===== src/core/stepper_cmd_pkg.sv =====
// constants and types shared by the stepper command decoder
package stepper_cmd_pkg;
  localparam int ADDR_W = 8;
  localparam int DATA_W = 32;
  localparam int PARAM_W = 24;
  localparam int PARAM_DEPTH = 8;
  localparam int SPEED_W = 13;

  // register byte offsets
  localparam logic [7:0] OFS_CMD   = 8'h00;
  localparam logic [7:0] OFS_DLO   = 8'h04;
  localparam logic [7:0] OFS_DMID  = 8'h08;
  localparam logic [7:0] OFS_DHI   = 8'h0c;
  localparam logic [7:0] OFS_RDBK  = 8'h10;
  localparam logic [7:0] OFS_PSTAT = 8'h14;
  localparam logic [7:0] OFS_EVT   = 8'h18;
  localparam logic [7:0] OFS_MASK  = 8'h1c;
  localparam logic [7:0] OFS_MODE  = 8'h20;
  localparam logic [7:0] OFS_SPEED = 8'h24;

  // command byte opcode in bits 7:6
  localparam logic [1:0] OPC_OPER  = 2'h0;
  localparam logic [1:0] OPC_START = 2'h1;
  localparam logic [1:0] OPC_SEL   = 2'h2;
  localparam logic [1:0] OPC_OUT   = 2'h3;

  // operation command bits
  localparam int OP_START_BIT    = 0;
  localparam int OP_START_GO_BIT = 1;
  localparam int OP_STOP_BIT     = 2;
  // start mode command bits
  localparam int SM_ORIGIN_BIT = 0;
  localparam int SM_PRESET_BIT = 2;
  localparam int SM_DIR_BIT    = 3;
  // register select command bits
  localparam int SEL_FREEZE_BIT = 3;
  localparam int SEL_RAMP_BIT   = 4;
  localparam int SEL_GO_BIT     = 5;
  // output mode command bits
  localparam int OM_POS_BIT   = 0;
  localparam int OM_INH_BIT   = 1;
  localparam int OM_MASK_BIT  = 2;
  localparam int OM_HOLD_BIT  = 3;
  localparam int OM_SLOW_BIT  = 4;
  localparam int OM_EXT_BIT   = 5;

  // parameter register indices
  localparam logic [2:0] REG_COUNT = 3'h0;
  localparam logic [2:0] REG_LOW   = 3'h1;
  localparam logic [2:0] REG_HIGH  = 3'h2;
  localparam logic [2:0] REG_RDP   = 3'h5;

  // event bits, input bit positions
  localparam int EVT_GO   = 0;
  localparam int EVT_RAMP = 1;
  localparam int EVT_STOP = 2;
  localparam int IN_END    = 0;
  localparam int IN_ORIGIN = 1;
  localparam int IN_HALT   = 2;
  localparam int IN_GO     = 3;

  localparam int DEGLITCH_CYCLES = 4;
  localparam logic [2:0] DEGLITCH_LAST = 3'(DEGLITCH_CYCLES - 1);

  localparam logic [1:0] RESP_OKAY   = 2'h0;
  localparam logic [1:0] RESP_SLVERR = 2'h2;

  typedef enum logic [1:0] {
    RUN_IDLE    = 2'b00,
    RUN_WAIT_GO = 2'b01,
    RUN_ACTIVE  = 2'b10
  } run_state_e;
endpackage


===== src/core/param_store.sv =====
// parameter register store with registered read data
`timescale 1ns/1ps
module param_store #(
  parameter int WIDTH = 24,
  parameter int DEPTH = 8,
  parameter int AW    = 3
) (
  input  wire logic             aclk,
  input  wire logic             aresetn,
  input  wire logic             wr_en,
  input  wire logic [AW-1:0]    wr_addr,
  input  wire logic [WIDTH-1:0] wr_data,
  input  wire logic [AW-1:0]    rd_addr,
  output logic      [WIDTH-1:0] rd_data
);
  typedef struct packed {
    logic [DEPTH-1:0][WIDTH-1:0] mem;
    logic [WIDTH-1:0]            rd;
  } store_s;

  store_s s_reg;
  store_s s_next;

  if (DEPTH != (1 << AW) || WIDTH < 1) begin : g_bad_shape
    $error("param_store: DEPTH must equal 2**AW and WIDTH be positive");
  end

  always_comb begin
    s_next = s_reg;
    if (wr_en) begin
      s_next.mem[wr_addr] = wr_data;
    end
    s_next.rd = s_reg.mem[rd_addr];
  end

  always_ff @(posedge aclk) begin
    if (!aresetn) begin
      s_reg <= '0;
    end else begin
      s_reg <= s_next;
    end
  end

  assign rd_data = s_reg.rd;
endmodule // param_store


===== src/core/stepper_pulse_mode_cmd_decode.sv =====
// stepper command decoder: select and output mode commands, pulse engine, axi4-lite slave
// Notes on behaviour
// - go input while waiting raises attention
// - writing go enable zero clears it
// - attention is OR of three flags
// - select command picks register 0 to 7
// - select bit 3 freezes remaining count
// - select bit 4 enables ramp-down interrupt
// - output mode bit 0 sets pulse polarity
// - unused pulse line idles inactive level
// - inhibit: no pulses, phases, limit stops
// - inhibited preset run acts as timer
// - output mode bit 2 masks phases
// - output mode bit 3 holds speed
// - slow sensitivity drops pulses under 4
// - extended monitor widens readback
// - ramp flag when count below point
`timescale 1ns/1ps
module stepper_pulse_mode_cmd_decode
  import stepper_cmd_pkg::*;
(
  input  wire logic                                aclk,
  input  wire logic                                aresetn,
  input  wire logic                                awvalid,
  output logic                                     awready,
  input  wire logic [stepper_cmd_pkg::ADDR_W-1:0]  awaddr,
  input  wire logic                                wvalid,
  output logic                                     wready,
  input  wire logic [stepper_cmd_pkg::DATA_W-1:0]  wdata,
  input  wire logic [3:0]                          wstrb,
  output logic                                     bvalid,
  input  wire logic                                bready,
  output logic [1:0]                               bresp,
  input  wire logic                                arvalid,
  output logic                                     arready,
  input  wire logic [stepper_cmd_pkg::ADDR_W-1:0]  araddr,
  output logic                                     rvalid,
  input  wire logic                                rready,
  output logic [stepper_cmd_pkg::DATA_W-1:0]       rdata,
  output logic [1:0]                               rresp,
  input  wire logic                                outside_go_input_n,
  input  wire logic                                outside_halt_input_n,
  input  wire logic                                origin_sensor_input_n,
  input  wire logic                                end_limit_input_n,
  output logic [1:0]                               step_pulse_output,
  output logic [3:0]                               excitation_phase_outputs,
  output logic                                     attention_n,
  output logic                                     irq
);
  import stepper_cmd_pkg::*;

  typedef struct packed {
    run_state_e          state;
    logic [3:0]          sync1;
    logic [3:0]          sync2;
    logic [3:0]          sync3;
    logic [3:0]          clean;
    logic [2:0]          filt;
    logic [2:0][2:0]     dg_cnt;
    logic                go_prev;
    logic [2:0]          sel;
    logic                cnt_freeze;
    logic                ramp_int_en;
    logic                go_int_en;
    logic [5:0]          om;
    logic                origin_stop;
    logic                preset_stop;
    logic                dir_neg;
    logic [7:0]          stage_mid;
    logic [7:0]          stage_hi;
    logic [SPEED_W-1:0]  fl;
    logic [SPEED_W-1:0]  fh;
    logic [15:0]         rdp;
    logic [23:0]         count;
    logic [SPEED_W-1:0]  speed;
    logic [15:0]         acc;
    logic [1:0]          phase_idx;
    logic                go_flag;
    logic                ramp_flag;
    logic                stop_flag;
    logic [2:0]          evt;
    logic [2:0]          mask;
    logic [1:0]          pulse_out;
    logic [3:0]          phase_out;
    logic                bvalid;
    logic [1:0]          bresp;
    logic                rd_busy;
    logic [ADDR_W-1:0]   raddr;
    logic                rvalid;
    logic [1:0]          rresp;
    logic [DATA_W-1:0]   rdata;
  } core_s;

  core_s s_reg;
  core_s s_next;

  logic                wr_take;
  logic                ar_take;
  logic                cmd_wr;
  logic [7:0]          wb;
  logic                mem_we;
  logic [PARAM_W-1:0]  commit_val;
  logic [PARAM_W-1:0]  mem_rdata;
  logic                running;
  logic                step;
  logic [16:0]         acc_sum;
  logic                go_set;
  logic                ramp_set;
  logic                stop_set;
  logic                ext_stop;
  logic                pulse_act;
  logic                pulse_lvl;
  logic                idle_lvl;

  // full-step two-phase excitation pattern
  function automatic logic [3:0] phase_pattern(input logic [1:0] idx);
    case (idx)
      2'h0:    phase_pattern = 4'h3;
      2'h1:    phase_pattern = 4'h6;
      2'h2:    phase_pattern = 4'hc;
      default: phase_pattern = 4'h9;
    endcase
  endfunction

  param_store #(.WIDTH(PARAM_W), .DEPTH(PARAM_DEPTH), .AW(3)) u_store (
    .aclk    (aclk),
    .aresetn (aresetn),
    .wr_en   (mem_we),
    .wr_addr (s_reg.sel),
    .wr_data (commit_val),
    .rd_addr (s_reg.sel),
    .rd_data (mem_rdata)
  );

  // both write channels are taken together, so order between them never matters
  assign wr_take    = awvalid && wvalid && !s_reg.bvalid;
  assign ar_take    = arvalid && !s_reg.rd_busy && !s_reg.rvalid;
  assign wb         = wdata[7:0];
  assign cmd_wr     = wr_take && wstrb[0] && (awaddr == OFS_CMD);
  assign mem_we     = wr_take && wstrb[0] && (awaddr == OFS_DLO);
  assign commit_val = {s_reg.stage_hi, s_reg.stage_mid, wb};
  assign running    = (s_reg.state == RUN_ACTIVE);
  assign acc_sum    = {1'b0, s_reg.acc} + 17'(s_reg.speed);
  assign step       = running && acc_sum[16];

  always_comb begin
    s_next    = s_reg;
    go_set    = 1'b0;
    ramp_set  = 1'b0;
    stop_set  = 1'b0;
    ext_stop  = 1'b0;
    pulse_act = 1'b0;
    pulse_lvl = 1'b0;
    idle_lvl  = 1'b0;

    // three-stage pin synchronisers, accepted when stages two and three agree
    s_next.sync1 = {outside_go_input_n, outside_halt_input_n,
                    origin_sensor_input_n, end_limit_input_n};
    s_next.sync2 = s_reg.sync1;
    s_next.sync3 = s_reg.sync2;
    for (int i = 0; i < 4; i++) begin
      if (s_reg.sync2[i] == s_reg.sync3[i]) begin
        s_next.clean[i] = s_reg.sync3[i];
      end
    end
    s_next.go_prev = s_reg.clean[IN_GO];

    for (int i = 0; i < 3; i++) begin
      if (!s_reg.om[OM_SLOW_BIT]) begin
        s_next.filt[i]   = s_reg.clean[i];
        s_next.dg_cnt[i] = '0;
      end else if (s_reg.clean[i] != s_reg.filt[i]) begin
        if (s_reg.dg_cnt[i] == DEGLITCH_LAST) begin
          s_next.filt[i]   = s_reg.clean[i];
          s_next.dg_cnt[i] = '0;
        end else begin
          s_next.dg_cnt[i] = s_reg.dg_cnt[i] + 3'h1;
        end
      end else begin
        s_next.dg_cnt[i] = '0;
      end
    end

    // pulse engine: phase accumulator, one step per carry
    s_next.acc = running ? acc_sum[15:0] : 16'h0000;
    if (step) begin
      if (!s_reg.cnt_freeze && s_reg.count != 24'h000000) begin
        s_next.count = s_reg.count - 24'h000001;
      end
      if (!s_reg.om[OM_INH_BIT]) begin
        s_next.phase_idx = s_reg.dir_neg ? s_reg.phase_idx - 2'h1
                                         : s_reg.phase_idx + 2'h1;
      end
      if (!s_reg.om[OM_HOLD_BIT]) begin
        if (s_reg.preset_stop && s_reg.count < {8'h00, s_reg.rdp}) begin
          if (s_reg.speed > s_reg.fl) begin
            s_next.speed = s_reg.speed - 13'h0001;
          end
        end else if (s_reg.speed < s_reg.fh) begin
          s_next.speed = s_reg.speed + 13'h0001;
        end
      end
    end

    // limit and origin stops are ignored while pulses are inhibited
    if (s_reg.state != RUN_IDLE) begin
      ext_stop = !s_reg.filt[IN_HALT]
              || (!s_reg.om[OM_INH_BIT] && !s_reg.filt[IN_END])
              || (!s_reg.om[OM_INH_BIT] && s_reg.origin_stop
                  && !s_reg.filt[IN_ORIGIN]);
    end
    case (s_reg.state)
      RUN_WAIT_GO: begin
        if (ext_stop) begin
          stop_set = 1'b1;
        end else if (s_reg.go_prev && !s_reg.clean[IN_GO]) begin
          s_next.state = RUN_ACTIVE;
          go_set       = s_reg.go_int_en;
        end
      end
      RUN_ACTIVE: begin
        // an inhibited preset run still counts, so the stop marks elapsed time
        if (ext_stop || (s_reg.preset_stop && s_reg.count == 24'h000000)) begin
          stop_set = 1'b1;
        end
      end
      default: begin
      end
    endcase
    if (stop_set) begin
      s_next.state = RUN_IDLE;
    end
    ramp_set = s_reg.ramp_int_en && running && !s_reg.ramp_flag
            && s_reg.count < {8'h00, s_reg.rdp};

    // host writes
    if (wr_take) begin
      s_next.bvalid = 1'b1;
      s_next.bresp  = RESP_OKAY;
      if (awaddr[1:0] != 2'h0 || awaddr > OFS_SPEED) begin
        s_next.bresp = RESP_SLVERR;
      end else if (!wstrb[0]) begin
        s_next.bresp = RESP_OKAY;
      end else if (awaddr == OFS_CMD) begin
        case (wb[7:6])
          OPC_SEL: begin
            s_next.sel         = wb[2:0];
            s_next.cnt_freeze  = wb[SEL_FREEZE_BIT];
            s_next.ramp_int_en = wb[SEL_RAMP_BIT];
            s_next.go_int_en   = wb[SEL_GO_BIT];
            if (!wb[SEL_RAMP_BIT]) begin
              s_next.ramp_flag = 1'b0;
            end
            if (!wb[SEL_GO_BIT]) begin
              s_next.go_flag = 1'b0;
            end
          end
          OPC_OUT: begin
            s_next.om = wb[5:0];
          end
          OPC_START: begin
            s_next.origin_stop = wb[SM_ORIGIN_BIT];
            s_next.preset_stop = wb[SM_PRESET_BIT];
            s_next.dir_neg     = wb[SM_DIR_BIT];
          end
          default: begin
            if (wb[OP_STOP_BIT]) begin
              if (s_reg.state != RUN_IDLE) begin
                stop_set = 1'b1;
              end
              s_next.state = RUN_IDLE;
            end else if (s_reg.state == RUN_IDLE
                         && (wb[OP_START_BIT] || wb[OP_START_GO_BIT])) begin
              s_next.state = wb[OP_START_GO_BIT] ? RUN_WAIT_GO : RUN_ACTIVE;
              s_next.speed = s_reg.fl;
              s_next.acc   = 16'h0000;
            end
          end
        endcase
      end else if (awaddr == OFS_DHI) begin
        s_next.stage_hi = wb;
      end else if (awaddr == OFS_DMID) begin
        s_next.stage_mid = wb;
      end else if (awaddr == OFS_DLO) begin
        // staged upper bytes take effect only with the low byte
        if (s_reg.sel == REG_COUNT) begin
          s_next.count = commit_val;
        end else if (s_reg.sel == REG_LOW) begin
          s_next.fl = commit_val[SPEED_W-1:0];
        end else if (s_reg.sel == REG_HIGH) begin
          s_next.fh = commit_val[SPEED_W-1:0];
        end else if (s_reg.sel == REG_RDP) begin
          s_next.rdp = commit_val[15:0];
        end
      end else if (awaddr == OFS_MASK) begin
        s_next.mask = wdata[2:0];
      end
    end else if (s_reg.bvalid && bready) begin
      s_next.bvalid = 1'b0;
    end

    // host reads: two cycles from address to data
    if (ar_take) begin
      s_next.rd_busy = 1'b1;
      s_next.raddr   = araddr;
    end
    if (s_reg.rvalid && rready) begin
      s_next.rvalid = 1'b0;
    end
    s_next.stop_flag = s_reg.stop_flag;
    s_next.evt       = s_reg.evt;
    if (s_reg.rd_busy) begin
      s_next.rd_busy = 1'b0;
      s_next.rvalid  = 1'b1;
      s_next.rresp   = RESP_OKAY;
      s_next.rdata   = '0;
      if (s_reg.raddr[1:0] != 2'h0 || s_reg.raddr > OFS_SPEED) begin
        s_next.rresp = RESP_SLVERR;
      end else if (s_reg.raddr == OFS_RDBK) begin
        if (s_reg.sel == REG_COUNT) begin
          s_next.rdata = {8'h00, s_reg.count};
        end else if (s_reg.om[OM_EXT_BIT]) begin
          s_next.rdata = {8'h00, mem_rdata};
        end else begin
          s_next.rdata = {28'h0000000, s_reg.clean[IN_GO], s_reg.filt};
        end
      end else if (s_reg.raddr == OFS_PSTAT) begin
        s_next.rdata = {27'h0000000, s_reg.go_flag, s_reg.ramp_flag,
                        s_reg.stop_flag, s_reg.state};
        s_next.stop_flag = 1'b0;
      end else if (s_reg.raddr == OFS_EVT) begin
        s_next.rdata = {29'h00000000, s_reg.evt};
        s_next.evt   = 3'h0;
      end else if (s_reg.raddr == OFS_MASK) begin
        s_next.rdata = {29'h00000000, s_reg.mask};
      end else if (s_reg.raddr == OFS_MODE && s_reg.om[OM_EXT_BIT]) begin
        s_next.rdata = {17'h00000, s_reg.dir_neg, s_reg.preset_stop, s_reg.origin_stop,
                        s_reg.om, s_reg.go_int_en, s_reg.ramp_int_en,
                        s_reg.cnt_freeze, s_reg.sel};
      end else if (s_reg.raddr == OFS_SPEED && s_reg.om[OM_EXT_BIT]) begin
        s_next.rdata = {19'h00000, s_reg.speed};
      end
    end
    // hardware sets win over any clear in the same cycle
    if (go_set) begin
      s_next.go_flag = 1'b1;
    end
    if (ramp_set) begin
      s_next.ramp_flag = 1'b1;
    end
    if (stop_set) begin
      s_next.stop_flag = 1'b1;
    end
    s_next.evt = s_next.evt | {stop_set, ramp_set, go_set};

    // outputs
    pulse_act = running && !s_reg.om[OM_INH_BIT] && s_reg.acc[15];
    pulse_lvl = s_reg.om[OM_POS_BIT] ? pulse_act : !pulse_act;
    idle_lvl  = !s_reg.om[OM_POS_BIT];
    s_next.pulse_out = s_reg.dir_neg ? {idle_lvl, pulse_lvl}
                                     : {pulse_lvl, idle_lvl};
    s_next.phase_out = s_reg.om[OM_MASK_BIT] ? 4'h0
                                             : phase_pattern(s_reg.phase_idx);
  end

  always_ff @(posedge aclk) begin
    if (!aresetn) begin
      s_reg           <= '0;
      s_reg.sync1     <= 4'hf;
      s_reg.sync2     <= 4'hf;
      s_reg.sync3     <= 4'hf;
      s_reg.clean     <= 4'hf;
      s_reg.filt      <= 3'h7;
      s_reg.go_prev   <= 1'b1;
      s_reg.pulse_out <= 2'h3;
    end else begin
      s_reg <= s_next;
    end
  end

  assign awready                  = wr_take;
  assign wready                   = wr_take;
  assign arready                  = ar_take;
  assign bvalid                   = s_reg.bvalid;
  assign bresp                    = s_reg.bresp;
  assign rvalid                   = s_reg.rvalid;
  assign rresp                    = s_reg.rresp;
  assign rdata                    = s_reg.rdata;
  assign step_pulse_output        = s_reg.pulse_out;
  assign excitation_phase_outputs = s_reg.phase_out;
  assign attention_n = !(s_reg.go_flag || s_reg.ramp_flag || s_reg.stop_flag);
  assign irq                      = |(s_reg.evt & s_reg.mask);
endmodule // stepper_pulse_mode_cmd_decode


===== config.mk =====
export PLATFORM = sky130hd
export DESIGN_NAME = stepper_pulse_mode_cmd_decode
export DESIGN_NICKNAME = d
export VERILOG_FILES = /design/src/core/stepper_cmd_pkg.sv /design/src/core/param_store.sv /design/src/core/stepper_pulse_mode_cmd_decode.sv
export SDC_FILE = /design/constraint.sdc
export NUM_CORES = 1
export LEC_CHECK = 0
export BUFFER_PORTS_ARGS = -buffer_cell sky130_fd_sc_hd__buf_2
export CORE_UTILIZATION = 50
export DETAILED_ROUTE_END_ITERATION = 10
export PLACE_DENSITY = 0.67
export SETUP_SLACK_MARGIN = 0.05
export SKIP_LAST_GASP = 1
export SYNTH_ARGS = -nofsm -noshare
export SYNTH_HDL_FRONTEND = slang
export SYNTH_SLANG_ARGS = --single-unit
export TNS_END_PERCENT = 1

===== constraint.sdc =====
create_clock -name aclk -period 7.1 [get_ports aclk]
set_input_delay 0.355 -clock aclk [delete_from_list [all_inputs] [get_ports aclk]]
set_output_delay 0.355 -clock aclk [all_outputs]
set_load 0.005 [all_outputs]

==> impl_metrics.csv, run 1 <==
group,metric,value,unit
worst_setup_path,required,7520,ps
synth,synth_warnings,0,
detailed_routing,drc,0,
layout,diodes,0,
timing,fmax,237,MHz
synth,synth_top_family_by_area,"simple AND/OR/NAND/NOR gates",
die,die_h,199,um
timing,setup_violations,0,
flow_run,cap_viol_max_count,0,
layout,nFillCells,3525,
placed_design,io_buffers,74,
timing,fin_crit,4220,ps
worst_setup_path,start_kind,"flop",
power,ir_drop,0.000149,V
min_path,hold_path.class,"in -> reg",
power,p_leak,7.72,nW
global_route,grt_max_degree,166,
synth,synth_xor_area_share,1.98,%
synth,synth_edf_count,0,
layout,syn_to_final_growth,9.95,%
die,initial_core_util,51.2,%
worst_setup_path,crit_family,"simple AND/OR/NAND/NOR gates",
detailed_routing,drt-initial-drc-count,1896,
timing,finalHoldViolCount,0,
cts,clk_pin_slew_worst_paths,60,ps
synth,synth_cells,2412,
timing,clock_skew,9.82,ps
worst_setup_path,slowest_stage,"nand4_1",
global_route,busiest_layer,"met2",
synth,synth-simple-area-share,21.0,%
placed_design,place_congestion,0.909,
layout,largest_register_ffs,192,
timing,fin_hold_ws,27.2,ps
synth,syn_area_per_cell,8.07,sq um
global_route,use_met1,38.1,%
synth,synth_compound_gate_area_share,18.6,%
layout,num-nets-final,2487,
detailed_routing,wirelength,58.1,mm
worst_setup_path,worstPathBufferInverterCount,1,
cts,cts_htree_levels,2,
timing,rsz0062_at_grt,"no",
power,power_density,239,nW/um^2
die,fp.dieW,199,um
die,dieArea,39700,sq um
worst_setup_path,critPathMaxStageDelay,740,ps
cts,cts_sinks,427,
die,pin_count,112,
worst_setup_path,crit_path_end_kind,"flop",
synth,synth_cell_types,71,
timing,period_share,59.5,%
outcome,status,"completed",
global_route,antenna_found_initial,1,
detailed_routing,viasPerCell,5.98,
placed_design,dpl.hpwl,35.9,mm
global_route,gr-total-overflow,0,
global_route,use_met2,47.6,%
layout,final_common_cell,"nand2_1",
cts,postCtsSetupBuffers,0,
die,core-area,38000,sq um
global_route,grt_usage,29.1,%
synth,netlist_area,19500,sq um
detailed_routing,ant_nets,0,
worst_setup_path,cp_data_arrival_time,4650,ps
cts,clockRootBuffer,"clkbuf_16",
global_route,grt_pass1_vias,16200,
global_route,grt_pass1_wl,89.5,mm
detailed_routing,firstDrtPassIters,6,
global_route,met3_usage,4.32,%
synth,synthAdderAreaFrac,4.67,%
cts,cts_made_buffers,45,
synth,yosysSeqAreaShare,43.9,%
layout,finish.utilization,56.3,%
detailed_routing,vias,17300,
die,core.rowCount,71,
timing,worst_slew_pin_slew,1250,ps
timing,slew_headroom,16.9,%
detailed_routing,routedWlPerCell,20.1,um
synth,yosys_register_bits,427,
synth,async_flop_share,0,%
timing,drv_slew,0,
layout,drive_above_1_share,8.47,%
worst_setup_path,crit_path_max_fanout,14,
cts,cts_resized,0,
worst_setup_path,crit_type,"reg -> reg",
synth,synthFlopType,"dfxtp_1",
layout,final_cell_mix,"nand2_1 (490), dfxtp_1 (427), a21oi_1 (320)",
cts,clock_latency,580,ps
worst_setup_path,crit_chain,"inv_1 -> fa_1 -> nand2b_1 -> a21oi_1 -> nor3_1 -> nor3_1 -> nand4_1 -> nor4_1 -> xnor2_1 -> a21oi_1",
synth,synthMuxAreaShare,3.29,%
cts,clockBufferDepth,3,
timing,timing.setup.tns,0,ps
cts,ctsHoldBuffers,4,
cts,tritoncts,"yes",
cells by family after synthesis:
kind of cell	after synthesis
xor+xnor	44
simple gates	921
other cells	1
compound gates	593
mux	64
flops	427
buf+inv	290
fa+ha+maj	72
cell type report:
class	count	area, sq um	share of cell area, %
clock buffers	65	1310	6.14
clock inverters	15	254	1.19
inverters	64	248	1.16
multi-input cells	1704	9740	45.5
flip-flops and latches	427	8550	40.0
well taps	511	639	2.99
repair buffers	110	651	3.04
power breakdown:
group	switching [mW]	internal, mW
clock network	0.976	1.54
logic	0.121	0.0499
registers	0.0152	2.41
layer usage:
layer | routed length [um] | vias to the layer above
met1 | 25100 | 8346
met4 | 1880 | 0
met5 | 0 | -
met3 | 4490 | 133
li1 | - | 8164
met2 | 26700 | 675
synth_stat cells (all sizes together) (13+ instances only):
cell type | number | area share, %
buf | 53 | 1.9
nand2b | 26 | 0.84
nor4 | 24 | 0.91
clkbuf | 173 | 3.4
o21ai | 54 | 1.4
inv | 64 | 1.2
a22o | 24 | 1.1
and2 | 14 | 0.45
nand4 | 14 | 0.45
nand2 | 490 | 9.5
or3 | 20 | 0.64
xnor2 | 28 | 1.3
and3 | 13 | 0.42
ha | 71 | 4.6
a31oi | 28 | 0.90
a221oi | 36 | 1.6
a21o | 16 | 0.66
xor2 | 16 | 0.72
dfxtp | 427 | 44
mux2i | 64 | 3.3
nor3 | 32 | 0.85
nand3 | 70 | 1.8
a21oi | 321 | 8.3
nor2 | 174 | 3.4
a22oi | 51 | 2.0
final timing paths:
kind | start | end | slack (ps) | cells past startpoint
hold reg to reg | s_next[211]$_SDFF_PN1_ | s_next[207]$_SDFF_PN1_ | 410 | 1
hold / removal | araddr[5] | s_reg[40]$_SDFFE_PN0P_ | 30 | 3
setup / recovery | s_reg[81]$_SDFF_PN0_ | s_reg[108]$_SDFF_PN0_ | 2880 | 10
setup reg to reg | s_reg[81]$_SDFF_PN0_ | s_reg[108]$_SDFF_PN0_ | 2880 | 10
per-stage QoR:
| step | std cells | instance area [sq um] | worst slack, ps | power [mW] |
|---|---|---|---|---|
| 5_1_grt | 2896 | 21400 | 2720 | 5.24 |
| 2_1_floorplan | 2421 | 19500 | 4410 | 2.59 |
| 4_1_cts | 2896 | 21400 | 2890 | 5.13 |
| 3_5_place_dp | 2812 | 19800 | 2910 | 2.64 |
| 3_3_place_gp | 2812 | 19800 | 2980 | 2.64 |
| 6_report | 2896 | 21400 | 2880 | 5.10 |
worst register-to-register path: cells and delay by family (launching register included):
kind	cells	cell delay [ps]
buf+inv	1	220
flops	1	610
simple gates	5	2240
fa+ha+maj	1	470
compound gates	2	350
xor+xnor	1	170
Power figures use the tool's default switching activity.
==> run 2: changes to the inputs <==
--- a/config.mk
+++ b/config.mk
@@ -8,7 +8,7 @@
 export BUFFER_PORTS_ARGS = -buffer_cell sky130_fd_sc_hd__buf_2
 export CORE_UTILIZATION = 50
 export DETAILED_ROUTE_END_ITERATION = 10
-export PLACE_DENSITY = 0.67
+export PLACE_DENSITY = 0.7
 export SETUP_SLACK_MARGIN = 0.05
 export SKIP_LAST_GASP = 1
 export SYNTH_ARGS = -nofsm -noshare
==> constraint.sdc (replaced) <==
create_clock -name aclk -period 3.5 [get_ports aclk]
set_input_delay 0.175 -clock aclk [delete_from_list [all_inputs] [get_ports aclk]]
set_output_delay 0.175 -clock aclk [all_outputs]
set_load 0.005 [all_outputs]
==> run 2 against run 1 <==
Effect of this change: clock skew is 14 ps higher; hold slack better by 34 ps; clock power is 94% higher; first-iteration DRC count is 7.2% lower; utilization is 1.1 points higher; sequential power is 100% higher; final cell count is 2.1% higher; register-to-register slack worse by 2500 ps; global-route usage is 0.33 points lower; critical path type unchanged.
==> impl_metrics.csv, run 2 (synthesized netlist as in run 1, its figures left out) <==
group,metric,value,unit
cts,clk_pin_slew_worst_paths,70,ps
layout,seqCellArea,8550,sq um
timing,drv_slew,0,
layout,diodes,0,
cts,cts_made_buffers,45,
global_route,antenna_found_initial,2,
die,pin_count,112,
cts,cts_sinks,427,
worst_setup_path,start_kind,"flop",
worst_setup_path,crit_chain,"ha_1 -> and4_1 -> a221o_1 -> a311oi_1 -> a21oi_1 -> nor3_2 -> a32oi_1 -> or3_1 -> a311oi_1",
cts,clock_latency,580,ps
detailed_routing,ant_nets,0,
global_route,grt_pass1_wl,88.7,mm
die,die_h,199,um
min_path,hold_path.class,"in -> reg",
detailed_routing,vias,17400,
detailed_routing,routedWlPerCell,19.4,um
timing,timing.setup.tns,0,ps
detailed_routing,viasPerCell,5.90,
cts,cts_htree_levels,2,
timing,worst_slew_pin_slew,951,ps
timing,fin_hold_ws,60.7,ps
die,initial_core_util,51.2,%
die,dieArea,39700,sq um
global_route,grt_usage,28.7,%
timing,finalHoldViolCount,0,
power,total_power,10.2,mW
layout,multi_input_area,9740,sq um
timing,slew_headroom,36.4,%
die,fp.dieW,199,um
placed_design,place_congestion,0.899,
global_route,grt_pass1_vias,16200,
timing,period_share,88.7,%
worst_setup_path,slowest_stage,"dfxtp_1",
outcome,status,"completed",
worst_setup_path,worstPathBufferInverterCount,0,
die,core.rowCount,71,
worst_setup_path,crit_type,"reg -> reg",
cts,clockBufferDepth,3,
placed_design,dpl.hpwl,37.8,mm
detailed_routing,drc,0,
layout,num-nets-final,2545,
die,core-area,38000,sq um
timing,clock_skew,23.8,ps
detailed_routing,wirelength,57.5,mm
cts,cts_resized,0,
detailed_routing,drt-initial-drc-count,1760,
flow_run,cap_viol_max_count,0,
worst_setup_path,crit_path_max_fanout,8,
layout,final_common_cell,"nand2_1",
layout,drive_above_1_share,10.3,%
worst_setup_path,crit_path_end_kind,"flop",
worst_setup_path,cp_data_arrival_time,3580,ps
layout,nFillCells,3525,
timing,setup_violations,0,
power,p_leak,7.99,nW
cts,clockRootBuffer,"clkbuf_16",
timing,fmax,322,MHz
cts,postCtsSetupBuffers,0,
worst_setup_path,critPathMostFrequentCell,"a311oi_1",
cts,tritoncts,"yes",
global_route,gr-total-overflow,0,
placed_design,io_buffers,74,
layout,largest_register_ffs,192,
global_route,grt_max_degree,135,
layout,final_cell_mix,"nand2_1 (490), dfxtp_1 (427), a21oi_1 (320)",
worst_setup_path,crit_family,"compound AO/OA/AOI/OAI gates",
power,power_density,466,nW/um^2
power,ir_drop,0.000407,V
timing,fin_crit,3110,ps
worst_setup_path,critPathMaxStageDelay,570,ps
worst_setup_path,required,3970,ps
layout,syn_to_final_growth,12.1,%
timing,rsz0062_at_grt,"no",
detailed_routing,firstDrtPassIters,5,
run 2: changes by cell type in the layout (fill, tap and decap cells not counted), sizes merged:
cell,delta
bufinv,-4
dlygate4sd3,+10
clkinv,+1
buf,+48
clkbuf,+3
inv,+2
run 2: layer usage:
layer  routed length, um  part of all wire [%]  vias up  global-route usage [%]
met4                2020                   3.5        2                    11.3
met1               24300                    42     8280                    37.4
li1                    -                     -     8286                       -
met3                5080                   8.8      127                    5.62
met2               26000                    45      752                    46.8
met5                  12                 0.021        -                       0
run 2: where the power goes:
part	internal [mW]	switching (mW)	total [mW]	leakage, nW
registers	4.88	0.0187	4.90	3.44
logic	0.125	0.259	0.384	3.79
clock network	2.87	2.01	4.88	0.749
total	7.88	2.29	10.2	7.99
run 2: repair_timing:
| item | in CTS | in global routing |
|---|---|---|
| hold endpoints to repair | 14 | 0 |
| hold buffers | 14 | 0 |
| setup endpoints to repair | 0 | 0 |
run 2: through the flow:
step / area [sq um] / setup WS, ps / utilization (%) / std cells
final: 21800 / 395 / 57.4 / 2956
after global routing: 21800 / 249 / 57.4 / 2956
after CTS: 21800 / 441 / 57.4 / 2956
after detailed placement: 20200 / 445 / 53.1 / 2860
after global placement: 20200 / 563 / 53.1 / 2860
after floorplan: 19500 / 814 / - / 2421
run 2: final timing paths:
check | slack [ps] | endpoint | start | cells past startpoint
setup / recovery | 390 | s_reg[90]$_SDFF_PN0_ | s_reg[88]$_SDFF_PN0_ | 9
hold / removal | 60 | bresp[1]$_SDFFE_PN0P_ | awaddr[6] | 4
setup reg to reg | 390 | s_reg[90]$_SDFF_PN0_ | s_reg[88]$_SDFF_PN0_ | 9
hold reg to reg | 410 | s_next[207]$_SDFF_PN1_ | s_next[211]$_SDFF_PN1_ | 1
run 2: tightest hold or removal path: stages:
cell,delay [ps]
buf_2,80
nor4_1,60
and3_1,190
nor2_1,90
run 2: final cells by class:
type | instances | area share, %
Tap cell | 511 | 2.93
Sequential cell | 427 | 39.2
Multi-Input combinational cell | 1704 | 44.6
Timing Repair Buffer | 168 | 5.21
Clock buffer | 68 | 6.15
Clock inverter | 14 | 0.746
Inverter | 64 | 1.14
